**config.mk**
```make
export PLATFORM = sky130hd
export DESIGN_NAME = mods_store
export DESIGN_NICKNAME = d
export VERILOG_FILES = /design/src/mods_pkg.sv /design/src/mods_store.sv
export SDC_FILE = /design/constraint.sdc
export NUM_CORES = 1
export LEC_CHECK = 0
export BUFFER_PORTS_ARGS = -buffer_cell sky130_fd_sc_hd__buf_4
export CORE_ASPECT_RATIO = 0.5
export CORE_MARGIN = 2
export CORE_UTILIZATION = 45
export CTS_CLUSTER_SIZE = 12
export DETAILED_ROUTE_END_ITERATION = 16
export SYNTH_ARGS = -nofsm -noshare
export SYNTH_HDL_FRONTEND = slang
export SYNTH_SLANG_ARGS = --single-unit
export TNS_END_PERCENT = 100
```
**constraint.sdc**
```tcl
create_clock -name clock -period 2.9 [get_ports clock]
set_clock_uncertainty 0.1 [all_clocks]
set_input_delay 0.145 -clock clock [delete_from_list [all_inputs] [get_ports clock]]
set_output_delay 0.145 -clock clock [all_outputs]
set_load 0.005 [all_outputs]
```
**src/mods_pkg.sv**
```systemverilog
// Package for the motor operation data store
package mods_pkg;
    localparam int NUM_ENTRIES = 8;
    localparam int IDX_W       = 3;
    localparam int ADDR_W      = 8;

    // Register byte addresses
    localparam logic [ADDR_W-1:0] OFS_CTRL     = 8'h00;
    localparam logic [ADDR_W-1:0] OFS_STATUS   = 8'h04;
    localparam logic [ADDR_W-1:0] OFS_IRQ_STAT = 8'h08;
    localparam logic [ADDR_W-1:0] OFS_IRQ_MASK = 8'h0c;
    localparam logic [ADDR_W-1:0] OFS_ACTIVE   = 8'h10;
    localparam logic [ADDR_W-1:0] OFS_ENTRY    = 8'h40;
    localparam logic [ADDR_W-1:0] OFS_ENTRY_END = 8'h80;
    localparam int ENTRY_STRIDE_SH = 3;

    // Entry word 0: speed [11:0], torque [23:16]
    localparam int SPD_LSB = 0;
    localparam int SPD_W   = 12;
    localparam int TRQ_LSB = 16;
    localparam int TRQ_W   = 8;
    // Entry word 1: accel [7:0], decel [15:8], selectors
    localparam int ACC_LSB  = 0;
    localparam int TIME_W   = 8;
    localparam int DEC_LSB  = 8;
    localparam int SSEL_LSB = 16;
    localparam int TSEL_LSB = 20;
    localparam int SEL_W    = 2;

    // Control bits
    localparam int CTRL_RUN_BIT  = 0;
    localparam int CTRL_EXT_BIT  = 1;
    localparam int CTRL_IDX_LSB  = 4;
    // Interrupt bits
    localparam int IRQ_PROHIB_BIT = 0;
    localparam int IRQ_REJECT_BIT = 1;
    localparam int IRQ_W          = 2;

    // Ranges, times in units of 0.1 s, torque in percent of rated
    localparam logic [SPD_W-1:0]  SPD_MIN   = 12'd80;
    localparam logic [SPD_W-1:0]  SPD_MAX   = 12'd3150;
    localparam logic [SPD_W-1:0]  SPD_RST   = 12'd0;
    localparam logic [SPD_W-1:0]  SPD_REF   = 12'd3000;
    localparam logic [TRQ_W-1:0]  TRQ_MAX   = 8'd200;
    localparam logic [TRQ_W-1:0]  TRQ_RST   = 8'd200;
    localparam logic [TRQ_W-1:0]  TRQ_RATED = 8'd100;
    localparam logic [TIME_W-1:0] TIME_MIN  = 8'd1;
    localparam logic [TIME_W-1:0] TIME_MAX  = 8'd150;
    localparam logic [TIME_W-1:0] TIME_RST  = 8'd5;

    typedef enum logic [SEL_W-1:0] {
        MODS_SRC_DIGITAL  = 2'h0,
        MODS_SRC_EXTERNAL = 2'h3
    } mods_src_t;

    typedef struct packed {
        logic [SPD_W-1:0]  speed;
        logic [TRQ_W-1:0]  torque;
        logic [TIME_W-1:0] accel;
        logic [TIME_W-1:0] decel;
        mods_src_t         speed_src;
        mods_src_t         torque_src;
    } mods_entry_t;

    typedef struct packed {
        logic              use_ext_speed;
        logic              use_ext_torque;
        logic [SPD_W-1:0]  speed;
        logic [TRQ_W-1:0]  torque;
        logic [TIME_W-1:0] accel;
        logic [TIME_W-1:0] decel;
    } mods_cmd_t;
endpackage

```
**src/mods_store.sv**
```systemverilog
// Motor operation data store with Avalon-MM register slave
//
// The register addresses and register access over Avalon-MM are this design's own decisions.
`timescale 1ns/100ps
//
// Overview of operation
// - Eight entries 0..7, each speed, torque, accel and decel time.
// - Speed selector per entry: 0 digital, 3 external analog or PWM.
// - Torque selector per entry, same codes, resets to digital.
// - Selector writes take effect only once the motor is stopped.
// - Both selectors external in one entry raises its setting error.
// - Running an entry with setting error is refused, prohibited flagged.
// - Global external source picks analog or PWM, resets to analog.
// - Speed accepts 0 or 80..3150 rpm, resets to 0.
// - Torque limit accepts 0..200 percent, resets to 200.
// - Accel time 0.1..15.0 s, default 0.5 s, standstill to 3000 rpm.
// - Decel time 0.1..15.0 s, default 0.5 s, 3000 rpm to stop.
// - Stored speed and torque applied only when selector is digital.
// - Zero speed is exempt from the lower speed limit.
// - Torque limit is relative to rated torque, 100 percent rated.
// - Active source selection of each entry is readable by host.
module mods_store
    import mods_pkg::*;
(
    input  wire logic              clock,
    input  wire logic              sys_rst,
    input  wire logic [ADDR_W-1:0] avs_address,
    input  wire logic              avs_read,
    input  wire logic              avs_write,
    input  wire logic [31:0]       avs_writedata,
    input  wire logic [3:0]        avs_byteenable,
    output logic [31:0]            avs_readdata,
    output logic                   avs_waitrequest,
    input  wire logic              motor_running,
    output logic                   run_cmd,
    output mods_cmd_t              cmd,
    output logic                   ext_sel_pwm,
    output logic                   irq
);

    ////////////////////////////////////////////////////////////////////
    // Bus handshake: one wait cycle, answer on the second edge
    logic              acc;
    logic              wr_acc;
    logic              all_be;
    logic              in_entry;
    logic [IDX_W-1:0]  eidx;
    logic              eword;

    assign acc      = (avs_read | avs_write) & avs_waitrequest;
    assign wr_acc   = avs_write & ~avs_waitrequest;
    assign all_be   = &avs_byteenable;
    assign in_entry = (avs_address >= OFS_ENTRY) &&
                      (avs_address <  OFS_ENTRY_END);
    assign eidx     = avs_address[ENTRY_STRIDE_SH +: IDX_W];
    assign eword    = avs_address[2];

    // Writes commit at the edge that sees waitrequest low
    always_ff @(posedge clock) begin
        if (sys_rst) begin
            avs_waitrequest <= 1'b1;
        end else begin
            avs_waitrequest <= ~acc;
        end
    end

    ////////////////////////////////////////////////////////////////////
    // Entry storage
    mods_entry_t       entry [NUM_ENTRIES];
    mods_src_t         pend_ssel [NUM_ENTRIES];
    mods_src_t         pend_tsel [NUM_ENTRIES];
    logic [NUM_ENTRIES-1:0] set_err;
    logic [NUM_ENTRIES-1:0] reject_hit;

    function automatic logic speed_ok(input logic [SPD_W-1:0] v);
        speed_ok = (v == SPD_RST) ||
                   ((v >= SPD_MIN) && (v <= SPD_MAX));
    endfunction

    function automatic logic time_ok(input logic [TIME_W-1:0] v);
        time_ok = (v >= TIME_MIN) && (v <= TIME_MAX);
    endfunction

    function automatic logic sel_ok(input logic [SEL_W-1:0] v);
        sel_ok = (v == MODS_SRC_DIGITAL) || (v == MODS_SRC_EXTERNAL);
    endfunction

    genvar g;
    generate
        for (g = 0; g < NUM_ENTRIES; g++) begin : g_entry
            logic hit0;
            logic hit1;
            logic [SPD_W-1:0]  w_spd;
            logic [TRQ_W-1:0]  w_trq;
            logic [TIME_W-1:0] w_acc;
            logic [TIME_W-1:0] w_dec;
            logic [SEL_W-1:0]  w_ss;
            logic [SEL_W-1:0]  w_ts;
            logic ok0;
            logic ok1;

            assign hit0  = wr_acc & all_be & in_entry &
                           (eidx == IDX_W'(g)) & ~eword;
            assign hit1  = wr_acc & all_be & in_entry &
                           (eidx == IDX_W'(g)) & eword;
            assign w_spd = avs_writedata[SPD_LSB +: SPD_W];
            assign w_trq = avs_writedata[TRQ_LSB +: TRQ_W];
            assign w_acc = avs_writedata[ACC_LSB +: TIME_W];
            assign w_dec = avs_writedata[DEC_LSB +: TIME_W];
            assign w_ss  = avs_writedata[SSEL_LSB +: SEL_W];
            assign w_ts  = avs_writedata[TSEL_LSB +: SEL_W];
            assign ok0   = speed_ok(w_spd) && (w_trq <= TRQ_MAX);
            assign ok1   = time_ok(w_acc) && time_ok(w_dec) &&
                           sel_ok(w_ss) && sel_ok(w_ts);
            assign reject_hit[g] = (hit0 & ~ok0) | (hit1 & ~ok1);

            // Values on accepted write, selectors follow pending when stopped
            always_ff @(posedge clock) begin
                if (sys_rst) begin
                    entry[g].speed      <= SPD_RST;
                    entry[g].torque     <= TRQ_RST;
                    entry[g].accel      <= TIME_RST;
                    entry[g].decel      <= TIME_RST;
                    entry[g].speed_src  <= MODS_SRC_DIGITAL;
                    entry[g].torque_src <= MODS_SRC_DIGITAL;
                end else begin
                    if (hit0 && ok0) begin
                        entry[g].speed  <= w_spd;
                        entry[g].torque <= w_trq;
                    end else if (hit1 && ok1) begin
                        entry[g].accel  <= w_acc;
                        entry[g].decel  <= w_dec;
                    end
                    if (!motor_running) begin
                        entry[g].speed_src  <= pend_ssel[g];
                        entry[g].torque_src <= pend_tsel[g];
                    end
                end
            end

            // Selectors staged, applied once stopped
            always_ff @(posedge clock) begin
                if (sys_rst) begin
                    pend_ssel[g] <= MODS_SRC_DIGITAL;
                    pend_tsel[g] <= MODS_SRC_DIGITAL;
                end else if (hit1 && ok1) begin
                    pend_ssel[g] <= mods_src_t'(w_ss);
                    pend_tsel[g] <= mods_src_t'(w_ts);
                end
            end

            assign set_err[g] =
                (entry[g].speed_src == MODS_SRC_EXTERNAL) &&
                (entry[g].torque_src == MODS_SRC_EXTERNAL);
        end
    endgenerate

    ////////////////////////////////////////////////////////////////////
    // Control register: run request, entry index, external source
    logic             run_req;
    logic [IDX_W-1:0] sel_idx;
    logic             ctrl_wr;

    assign ctrl_wr = wr_acc & all_be & (avs_address == OFS_CTRL);

    always_ff @(posedge clock) begin
        if (sys_rst) begin
            run_req     <= 1'b0;
            sel_idx     <= '0;
            ext_sel_pwm <= 1'b0;
        end else if (ctrl_wr) begin
            run_req     <= avs_writedata[CTRL_RUN_BIT];
            sel_idx     <= avs_writedata[CTRL_IDX_LSB +: IDX_W];
            ext_sel_pwm <= avs_writedata[CTRL_EXT_BIT];
        end
    end

    ////////////////////////////////////////////////////////////////////
    // Command output and run gating
    logic        prohibited;
    mods_entry_t cur;

    assign cur        = entry[sel_idx];
    assign prohibited = run_req & set_err[sel_idx];

    always_ff @(posedge clock) begin
        if (sys_rst) begin
            run_cmd <= 1'b0;
            cmd     <= '0;
        end else begin
            run_cmd            <= run_req & ~set_err[sel_idx];
            cmd.use_ext_speed  <= cur.speed_src == MODS_SRC_EXTERNAL;
            cmd.use_ext_torque <= cur.torque_src == MODS_SRC_EXTERNAL;
            cmd.speed  <= (cur.speed_src == MODS_SRC_DIGITAL) ?
                          cur.speed : '0;
            cmd.torque <= (cur.torque_src == MODS_SRC_DIGITAL) ?
                          cur.torque : '0;
            cmd.accel  <= cur.accel;
            cmd.decel  <= cur.decel;
        end
    end

    ////////////////////////////////////////////////////////////////////
    // Interrupt status, mask, level output
    logic [IRQ_W-1:0] irq_stat;
    logic [IRQ_W-1:0] irq_mask;
    logic [IRQ_W-1:0] irq_ev;
    logic             stat_wr;
    logic             mask_wr;

    assign irq_ev  = {|reject_hit, prohibited};
    assign stat_wr = wr_acc & all_be & (avs_address == OFS_IRQ_STAT);
    assign mask_wr = wr_acc & all_be & (avs_address == OFS_IRQ_MASK);

    always_ff @(posedge clock) begin
        if (sys_rst) begin
            irq_stat <= '0;
        end else begin
            irq_stat <= (irq_stat &
                         ~(stat_wr ? avs_writedata[IRQ_W-1:0] : '0)) |
                        irq_ev;
        end
    end

    always_ff @(posedge clock) begin
        if (sys_rst) begin
            irq_mask <= '0;
        end else if (mask_wr) begin
            irq_mask <= avs_writedata[IRQ_W-1:0];
        end
    end

    always_ff @(posedge clock) begin
        if (sys_rst) begin
            irq <= 1'b0;
        end else begin
            irq <= |(irq_stat & irq_mask);
        end
    end

    ////////////////////////////////////////////////////////////////////
    // Read data
    logic [31:0]      rd;
    logic [15:0]      active_src;
    mods_entry_t      re;

    always_comb begin
        for (int i = 0; i < NUM_ENTRIES; i++) begin
            active_src[2*i]   = entry[i].speed_src == MODS_SRC_EXTERNAL;
            active_src[2*i+1] = entry[i].torque_src == MODS_SRC_EXTERNAL;
        end
    end

    assign re = entry[eidx];

    always_comb begin
        rd = '0;
        if (avs_address == OFS_CTRL) begin
            rd[CTRL_RUN_BIT] = run_req;
            rd[CTRL_EXT_BIT] = ext_sel_pwm;
            rd[CTRL_IDX_LSB +: IDX_W] = sel_idx;
        end else if (avs_address == OFS_STATUS) begin
            rd[NUM_ENTRIES-1:0] = set_err;
            rd[8]  = prohibited;
            rd[9]  = motor_running;
        end else if (avs_address == OFS_IRQ_STAT) begin
            rd[IRQ_W-1:0] = irq_stat;
        end else if (avs_address == OFS_IRQ_MASK) begin
            rd[IRQ_W-1:0] = irq_mask;
        end else if (avs_address == OFS_ACTIVE) begin
            rd[15:0] = active_src;
        end else if (in_entry && !eword) begin
            rd[SPD_LSB +: SPD_W] = re.speed;
            rd[TRQ_LSB +: TRQ_W] = re.torque;
        end else if (in_entry) begin
            rd[ACC_LSB +: TIME_W] = re.accel;
            rd[DEC_LSB +: TIME_W] = re.decel;
            rd[SSEL_LSB +: SEL_W] = pend_ssel[eidx];
            rd[TSEL_LSB +: SEL_W] = pend_tsel[eidx];
        end
    end

    always_ff @(posedge clock) begin
        if (sys_rst) begin
            avs_readdata <= '0;
        end else if (acc && avs_read) begin
            avs_readdata <= rd;
        end
    end

    ////////////////////////////////////////////////////////////////////
    // Checks
    a_prohib_blocks_run: assert property (
        @(posedge clock) disable iff (sys_rst)
        prohibited |=> !run_cmd)
        else $error("run despite setting error");
    a_prohib_sets_irq: assert property (
        @(posedge clock) disable iff (sys_rst)
        prohibited |=> irq_stat[IRQ_PROHIB_BIT])
        else $error("prohibited not flagged");
    a_sel_hold_run: assert property (
        @(posedge clock) disable iff (sys_rst)
        $past(motor_running) && motor_running |-> $stable(active_src))
        else $error("selector changed while running");
    a_speed_range: assert property (
        @(posedge clock) disable iff (sys_rst)
        speed_ok(entry[sel_idx].speed))
        else $error("speed out of range");
    a_torque_range: assert property (
        @(posedge clock) disable iff (sys_rst)
        entry[sel_idx].torque <= TRQ_MAX)
        else $error("torque over");
    a_accel_range: assert property (
        @(posedge clock) disable iff (sys_rst)
        time_ok(entry[sel_idx].accel))
        else $error("accel out");
    a_decel_range: assert property (
        @(posedge clock) disable iff (sys_rst)
        time_ok(entry[sel_idx].decel))
        else $error("decel out");
    a_ext_zero_spd: assert property (
        @(posedge clock) disable iff (sys_rst)
        cmd.use_ext_speed |-> cmd.speed == '0)
        else $error("digital speed used in external mode");
    a_reject_keep: assert property (
        @(posedge clock) disable iff (sys_rst)
        |reject_hit |=> irq_stat[IRQ_REJECT_BIT])
        else $error("reject not flagged");
    a_bus_one_wait: assert property (
        @(posedge clock) disable iff (sys_rst)
        acc |=> !avs_waitrequest ##1 avs_waitrequest)
        else $error("bus answer timing");
    a_ext_zero_trq: assert property (
        @(posedge clock) disable iff (sys_rst)
        cmd.use_ext_torque |-> cmd.torque == '0)
        else $error("digital torque used in external mode");
    a_dig_speed_cmd: assert property (
        @(posedge clock) disable iff (sys_rst)
        cur.speed_src == MODS_SRC_DIGITAL |=> cmd.speed == $past(cur.speed))
        else $error("digital speed not passed on");
    a_ext_speed_flag: assert property (
        @(posedge clock) disable iff (sys_rst)
        cur.speed_src == MODS_SRC_EXTERNAL |=> cmd.use_ext_speed)
        else $error("external speed not flagged");
    a_src_legal: assert property (
        @(posedge clock) disable iff (sys_rst)
        sel_ok(cur.speed_src) && sel_ok(cur.torque_src))
        else $error("illegal source code");
    a_both_ext_stop: assert property (
        @(posedge clock) disable iff (sys_rst)
        cur.speed_src == MODS_SRC_EXTERNAL &&
        cur.torque_src == MODS_SRC_EXTERNAL |=> !run_cmd)
        else $error("run with both sources external");
    a_stop_applies: assert property (
        @(posedge clock) disable iff (sys_rst)
        !motor_running ##1 $stable(sel_idx) |->
        cur.speed_src == $past(pend_ssel[sel_idx]) &&
        cur.torque_src == $past(pend_tsel[sel_idx]))
        else $error("pending selector not applied when stopped");
    a_no_run_idle: assert property (
        @(posedge clock) disable iff (sys_rst)
        !run_req |=> !run_cmd)
        else $error("run without request");
    a_irq_level: assert property (
        @(posedge clock) disable iff (sys_rst)
        irq == $past(|(irq_stat & irq_mask)))
        else $error("interrupt level wrong");
    a_w1c_clears: assert property (
        @(posedge clock) disable iff (sys_rst)
        stat_wr && avs_writedata[IRQ_REJECT_BIT] && !irq_ev[IRQ_REJECT_BIT]
        |=> !irq_stat[IRQ_REJECT_BIT])
        else $error("status bit not cleared");
    a_rd_hold: assert property (
        @(posedge clock) disable iff (sys_rst)
        !(avs_read && avs_waitrequest) |=> $stable(avs_readdata))
        else $error("read data changed without read");

    c_run: cover property (@(posedge clock) disable iff (sys_rst) run_cmd);
    c_wr_running: cover property (@(posedge clock) disable iff (sys_rst)
        motor_running && avs_write && !avs_waitrequest);
    c_prohib: cover property (@(posedge clock) disable iff (sys_rst)
        prohibited);
    c_reject: cover property (@(posedge clock) disable iff (sys_rst)
        |reject_hit);
    c_irq: cover property (@(posedge clock) disable iff (sys_rst) irq);
endmodule

```
* Word level (Yosys, flattened, before mapping)
Memory sizes are Yosys's and may differ from the RTL's. A register that Yosys moved wholly into a read port is not among the register bits.
Index checks and enable logic that the tools add are counted.
W data, S select, Z words.
** Storage, ports and cells
- Bits in registers :: 74
- RAM bits :: 352
- Bits of input ports :: 49
- Logic and storage cells :: 415
- Memories :: 3
** Memory list
- entry :: depth 8, bits a word 40, rd ports 10, clocked after Yosys merged registers in 1, wr ports 8, RTL line mods_store.sv:69 : mods_entry_t entry [NUM_ENTRIES];
- pend_ssel :: depth 8, bits a word 2, rd ports 9, clocked after Yosys merged registers in 0, wr ports 8, RTL line mods_store.sv:70 : mods_src_t pend_ssel [NUM_ENTRIES];
- pend_tsel :: depth 8, bits a word 2, rd ports 9, clocked after Yosys merged registers in 0, wr ports 8, RTL line mods_store.sv:71 : mods_src_t pend_tsel [NUM_ENTRIES];
** Cells by class
- Magnitude comparators :: 10
- Equal/unequal tests :: 31
- Mux-type cells :: 172
- Bitwise operators :: 134
- Reduce and logical (&&, ||, !) cells :: 50
** Operators by type and width (number)
- $mux W8 :: 25
- $mux W18 :: 7
- $mux W12 :: 9
- $mux W2 :: 42
- $mux W1 :: 78
- $or A1 B1 Y1 :: 73
- $and A1 B1 Y1 :: 49
- $mux W22 :: 2
- $eq A2 B2 Y1 const B :: 20
- $logic_and A1 B1 Y1 :: 34
- $le A8 B8 Y1 const B :: 3
- $mux W17 :: 1
- $eq A8 B4 Y1 const B :: 2
- $ge A8 B1 Y1 const B :: 2
- $mux W16 :: 1
- $mux W14 :: 1
- $eq A3 B3 Y1 const B :: 4
- $ge A12 B7 Y1 const B :: 1
- $le A12 B12 Y1 const B :: 1
- $logic_not A12 Y1 :: 1
- $mux W10 :: 1
- $mux W3 :: 3
- $eq A8 B3 Y1 const B :: 1
- $eq A8 B5 Y1 const B :: 1
- 19 further kinds :: 35

* Longest topological paths before layout
Gate-level depths: netlist of run 1.
- Depth after elaboration :: 15
- Depth in mapped cells :: 10
- Gate-level depth less buffers :: 7

* Worst setup path after synthesis of run 1
OpenSTA, ideal clock, no wires.
- Kind :: input port to flip-flop
- Start :: input avs_writedata[16]
- End :: memory entry[2][10] in the netlist's numbering, enable pin
- Library setup time :: 0.339 ns
- Arrival :: 1.960 ns
- Data required time :: 2.461 ns
- Slack :: 0.500 ns
- Stages :: 8
- Cells stage by stage :: clkbuf_1 inv_1 ha_1 nor3_1 o2111ai_4 nor2_2 buf_2 a31o_2
** RTL lines
- start: declaration :: RTL line mods_store.sv:30 : input wire logic [31:0] avs_writedata,
- end: declaration :: RTL line mods_store.sv:69

==> results.json, run 1 <==
{
  "status": "completed",
  "synth_common_cells": "edfxtp_1, and2_1, mux4_2",
  "syn-cell-area_um2": 21400,
  "synth_flop_cell": "edfxtp_1",
  "rows": 56,
  "antenna_found_initial": 1,
  "vias": 13993,
  "power_density_nw_per_um2": 539,
  "grt_usage_pct": 26.0,
  "clkSinkCount": 429,
  "fmax_mhz": 373,
  "start_util_pct": 45.7,
  "min_path_type": "primary input to flip-flop",
  "cts_buffer_depth": 3,
  "antenna_left": 0,
  "end_kind": "flip-flop",
  "io_pins": 123,
  "h-tree-depth": 2,
  "final_layout_size_suffix_gt1_share_pct": 27.3,
  "path_max_fanout": 16,
  "tightest_slew_ps": 957,
  "gp_congestion": 0.932,
  "synth_seq_area_share_pct": 56.5,
  "finalCriticalPeriod_ps": 2680,
  "synth_edf_count": 352,
  "grt_overflow_total": 0,
  "worstSetupPathType": "primary input to flip-flop",
  "fp.dieW_um": 313,
  "cts_root_buffer": "clkbuf_16",
  "synth.top_cells.by_area": "edfxtp_1, mux4_2, dfxtp_1, and2_1, mux2i_1",
  "syn2layout_area_growth_pct": 17.2,
  "synth_most_common_cell": "edfxtp_1",
  "synth_top_cell_by_area": "edfxtp_1",
  "ys_ff_latch": 429,
  "hold_viol_final": 0,
  "io_buffers": 106,
  "netlist_instances": 1519,
  "drt-vias-per-instance": 6.05,
  "dr.pass1.iters": 5,
  "drt_iter0_markers": 1648,
  "final_cells": 2313,
  "place_hpwl_um": 41600,
  "ctsResizeCount": 0,
  "grt_pass1_wl_um": 92500,
  "drc": 0,
  "n_antenna_cell": 0,
  "rsz0062_at_grt": "no",
  "cap_violations": 0,
  "final_util_pct": 53.5,
  "crit_required_ps": 3120,
  "die_h_um": 158,
  "start_kind": "primary input",
  "setup_viol": 0,
  "worst_ep_arrival_time_ps": 2910,
  "numCtsBuffers": 43,
  "ir_drop_mv": 0.384,
  "fin_ws_ps": 216,
  "cts_tree": "done",
  "fill_cells": 3866,
  "clk_pin_slew_worst_paths_ps": 60,
  "maxSlewHeadroom_pct": 36.2,
  "synthArstFlopShare_pct": 0,
  "finalNetCount": 1692,
  "synth_top_area_share_pct": 49.3,
  "post-place-ws_ps": 202,
  "synth_cell_type_count": 73,
  "final-max-slew-violation-count": 0,
  "dpl.cell_count": 2205,
  "wirelength_um": 63800,
  "grt_pass1_vias": 13960,
  "die-area_um2": 49500,
  "yosys_warnings": 0,
  "core_area_um2": 46900,
  "insertion_delay_ps": 570,
  "fin_crit_sh_pct": 92.6,
  "wl_per_cell_um": 27.6,
  "setup-tns-final_ps": 0,
  "grt_max_degree": 73,
  "avgSynthCellArea_um2": 14.1,
  "p_leak_nw": 8.60
}
[stage by stage]
stage / total power [mW] / instance area, um^2 / hold slack (ps)
5_1_grt: 13.9 / 25100 / 46.5
2_1_floorplan: 7.63 / 21500 / 161
4_1_cts: 13.6 / 25100 / 11.3
6_report: 13.5 / 25100 / 35.0
3_5_place_dp: 8.16 / 23500 / 268
3_3_place_gp: 8.14 / 23500 / 262
[cells by family (layout without fill, tap and decap cells)]
logic type               after synthesis  in the layout  synth area share (%)
AND/OR/NAND/NOR                      556            556                  14.3
flip-flops                           429            429                  56.5
multiplexers                         245            245                  21.0
buffers and inverters                152            301                  3.16
AO/OA/AOI/OAI                        132            132                  4.74
adder cells (fa/ha/maj)                3              3                 0.175
other                                  1              8                0.0175
XOR/XNOR                               1              1                0.0409
[final timing paths]
kind	depth (start not counted)	endpoint	from	slack [ps]
worst max-delay path	10	entry[5][12]	avs_writedata[16]	220
worst min-delay path	4	irq_mask[0]	avs_address[2]	30
worst max register to register	6	entry[5][12]	avs_waitrequest	340
worst min register to register	1	avs_readdata[16]	avs_readdata[16]	390
[state kept, by name (all words and copies together), names as in the netlist, 2 cells and up, named ones only]
signal        count
pend_ssel        16
irq_mask          2
irq_stat          2
avs_readdata     24
entry           320
cmd              38
pend_tsel        16
sel_idx           3
[worst max-delay path, cell delays in order]
cell and delay, ps:
dlygate4sd3_1 550, buf_4 200, inv_1 60, ha_1 290, nor3_1 210, buf_4 190, o2111ai_4 250, nor4_2 670
buf_12 250, nand2b_1 70
[layer usage]
metal	global-route usage, %	wire length (um)	share of wire (%)	up-vias
li1	-	-	-	6011
met1	37.9	27600	43	7287
met2	41.6	30000	47	617
met3	4.32	5190	8.1	78
met4	5.13	1020	1.6	0
met5	0	0	0	-
[area by class of cell]
type	count	area, um^2	area share [%]
Sequential cell	429	12100	48.3
Inverter	9	33.8	0.135
Multi-Input combinational cell	945	8790	35.0
Timing Repair Buffer	212	2030	8.08
Clock inverter	7	96.3	0.384
Tap cell	638	798	3.18
Clock buffer	73	1240	4.94
[power by group]
group / internal, mW / switching [mW] / leakage, nW / total (mW)
registers: 6.83 / 0.107 / 4.09 / 6.94
clock network: 3.09 / 2.36 / 0.639 / 5.45
logic: 0.480 / 0.656 / 3.87 / 1.14
[timing repair]
action | in CTS | in global routing
hold endpoints to repair | 271 | 0
hold buffers | 28 | 0
buffers inserted | 0 | 0
[cells in the final DEF (no fill, tap or decap), types with 6 or more instances in the layout]
master,instances
o22ai_1,8
buf_12,29
a31o_2,21
or3_1,14
nor2_1,148
inv_1,8
nor3_1,9
a31oi_1,6
nand2b_1,68
and4_1,6
dfxtp_1,74
edfxtp_1,352
o21ai_0,21
nor4_2,8
and2_1,231
nand3_1,9
nand4_1,8
buf_4,154
mux2_2,9
clkbuf_1,26
nand2_1,29
a21oi_1,11
dlygate4sd3_1,28
mux4_2,163
a22oi_1,14
conb_1,8
mux2i_1,73
clkbuf_16,44
(Power assumes the default switching activity.)
==> run 2: changes to the inputs <==
--- a/config.mk
+++ b/config.mk
@@ -14,4 +14,4 @@
 export SYNTH_ARGS = -nofsm -noshare
 export SYNTH_HDL_FRONTEND = slang
 export SYNTH_SLANG_ARGS = --single-unit
-export TNS_END_PERCENT = 100
+export TNS_END_PERCENT = 50
==> constraint.sdc (replaced) <==
create_clock -name clock -period 2.74 [get_ports clock]
set_clock_uncertainty 0.1 [all_clocks]
set_input_delay 0.137 -clock clock [delete_from_list [all_inputs] [get_ports clock]]
set_output_delay 0.137 -clock clock [all_outputs]
set_load 0.005 [all_outputs]
==> run 2 against run 1 <==
- count of clock-buffer cells in the layout is 3 lower
- highest routed layer unchanged
- sequential share of layout area is 0.12 points lower
- largest cell class unchanged
- combinational power is 6% higher
- die area stayed put
- first-iteration DRC count is 13% higher
==> results.json, run 2 (synthesized netlist as in run 1, its figures left out) <==
{
  "ir_drop_mv": 0.497,
  "final_layout_size_suffix_gt1_share_pct": 28.0,
  "p_sw_mw": 3.30,
  "n_antenna_cell": 0,
  "cts_tree": "done",
  "hold_viol_final": 0,
  "placed_area_um2": 23600,
  "worst_ep_arrival_time_ps": 2830,
  "post-place-ws_ps": 66.6,
  "min_path_type": "primary input to flip-flop",
  "cts_buffer_depth": 3,
  "grt_pass1_vias": 14059,
  "drc": 0,
  "grt_overflow_total": 0,
  "grt_usage_pct": 25.8,
  "tightest_slew_ps": 932,
  "use_met3_pct": 4.38,
  "power.internal_mw": 10.8,
  "antenna_left": 0,
  "die-area_um2": 49500,
  "maxSlewHeadroom_pct": 37.8,
  "finalNetCount": 1701,
  "io_buffers": 106,
  "cts_root_buffer": "clkbuf_16",
  "dr.pass1.iters": 5,
  "path_max_fanout": 16,
  "drt_iter0_markers": 1860,
  "rows": 56,
  "final_common_cell": "edfxtp_1",
  "cap_violations": 0,
  "seqPwrFrac_pct": 52.1,
  "reg.largest.list": "entry: 320 flops, cmd: 38 flops, avs_readdata: 24 flops",
  "numCtsBuffers": 43,
  "wirelength_um": 63200,
  "met2_usage_pct": 40.8,
  "start_kind": "primary input",
  "finalCriticalPeriod_ps": 2630,
  "rsz0062_at_grt": "yes",
  "cts_setup_buffers": 0,
  "p_leak_nw": 8.64,
  "final_cell_area_um2": 25200,
  "regMostFlops": "entry",
  "core_area_um2": 46900,
  "gp_congestion": 0.944,
  "grt_max_degree": 40,
  "final-max-slew-violation-count": 0,
  "grt_pass1_wl_um": 92100,
  "grtUsageMet1_pct": 37.8,
  "place_hpwl_um": 42200,
  "syn2layout_area_growth_pct": 17.5,
  "comb_power_share_pct": 8.6,
  "end_kind": "flip-flop",
  "antenna_found_initial": 1,
  "fin_ws_ps": 108,
  "die_h_um": 158,
  "layout_common_cells": "edfxtp_1, and2_1, mux4_2",
  "switching_share_pct": 23.4,
  "worstSetupPathType": "primary input to flip-flop",
  "fp.dieW_um": 313,
  "fmax_mhz": 380,
  "vias": 14008,
  "setup_viol": 0,
  "insertion_delay_ps": 550,
  "h-tree-depth": 2,
  "power_density_nw_per_um2": 560,
  "fin_crit_sh_pct": 96.1,
  "crit_required_ps": 2930,
  "holdWs_ps": 21.5,
  "status": "completed",
  "largest_register_ffs": 320,
  "final_util_pct": 53.6,
  "wl_per_cell_um": 27.2,
  "clk_pin_slew_worst_paths_ps": 60,
  "pwr-share-clk_pct": 39.3,
  "start_util_pct": 45.7,
  "clkSinkCount": 429,
  "top_usage_layer": "met2",
  "drt-vias-per-instance": 6.04,
  "io_pins": 123
}
[run 2: area by class of cell]
class,instances,area (um^2)
multi-input combinational,945,8820
inverter,9,33.8
clock inverter,7,51.3
sequential,429,12100
clock buffer,70,1220
timing repair buffer,221,2130
tap,638,798
fill,3911,21800
[run 2: worst paths after layout]
kind / from / to / slack [ps] / depth (start not counted)
max: avs_writedata[16] / entry[2][4] / 110 / 10
min: avs_writedata[20] / pend_tsel[1][0] / 20 / 3
max reg2reg: avs_waitrequest / entry[4][4] / 140 / 6
min reg2reg: avs_readdata[16] / avs_readdata[16] / 390 / 1
[run 2: worst max-delay path, cell delays in order]
cell,delay (ps)
dlygate4sd3_1,540
buf_4,190
inv_1,60
ha_1,290
nor3_1,190
buf_4,180
o2111ai_4,290
nor4_4,480
buf_4,350
nand2b_1,100
[run 2: what timing repair did]
item | 4_1_cts | 5_1_grt
hold buffers | 28 | 0
setup endpoints to repair | 0 | 20
endpoints found under the hold margin | 275 | 0
resized for setup | 0 | 3
[run 2: power by group through the flow]
stage	sequential [mW]	combinational [mW]	clock (mW)
finish	7.35	1.21	5.54
global route	7.36	1.27	5.89
CTS	7.35	1.20	5.62
detailed placement	7.48	1.17	0
global placement	7.47	1.16	0
floorplan	7.44	0.640	0
[run 2: layer usage]
metal | up-vias | wire, um | part of all wire (%)
li1 | 6028 | - | -
met1 | 7255 | 27400 | 43
met2 | 651 | 29300 | 46
met3 | 74 | 5340 | 8.5
met4 | 0 | 1220 | 1.9
met5 | - | 0 | 0
[run 2: stage by stage]
stage / setup TNS (ps) / power [mW] / instances
finish: 0 / 14.1 / 2319
global route: -22.0 / 14.5 / 2319
CTS: 0 / 14.2 / 2319
detailed placement: 0 / 8.65 / 2214
global placement: 0 / 8.62 / 2214
floorplan: 0 / 8.08 / 1526
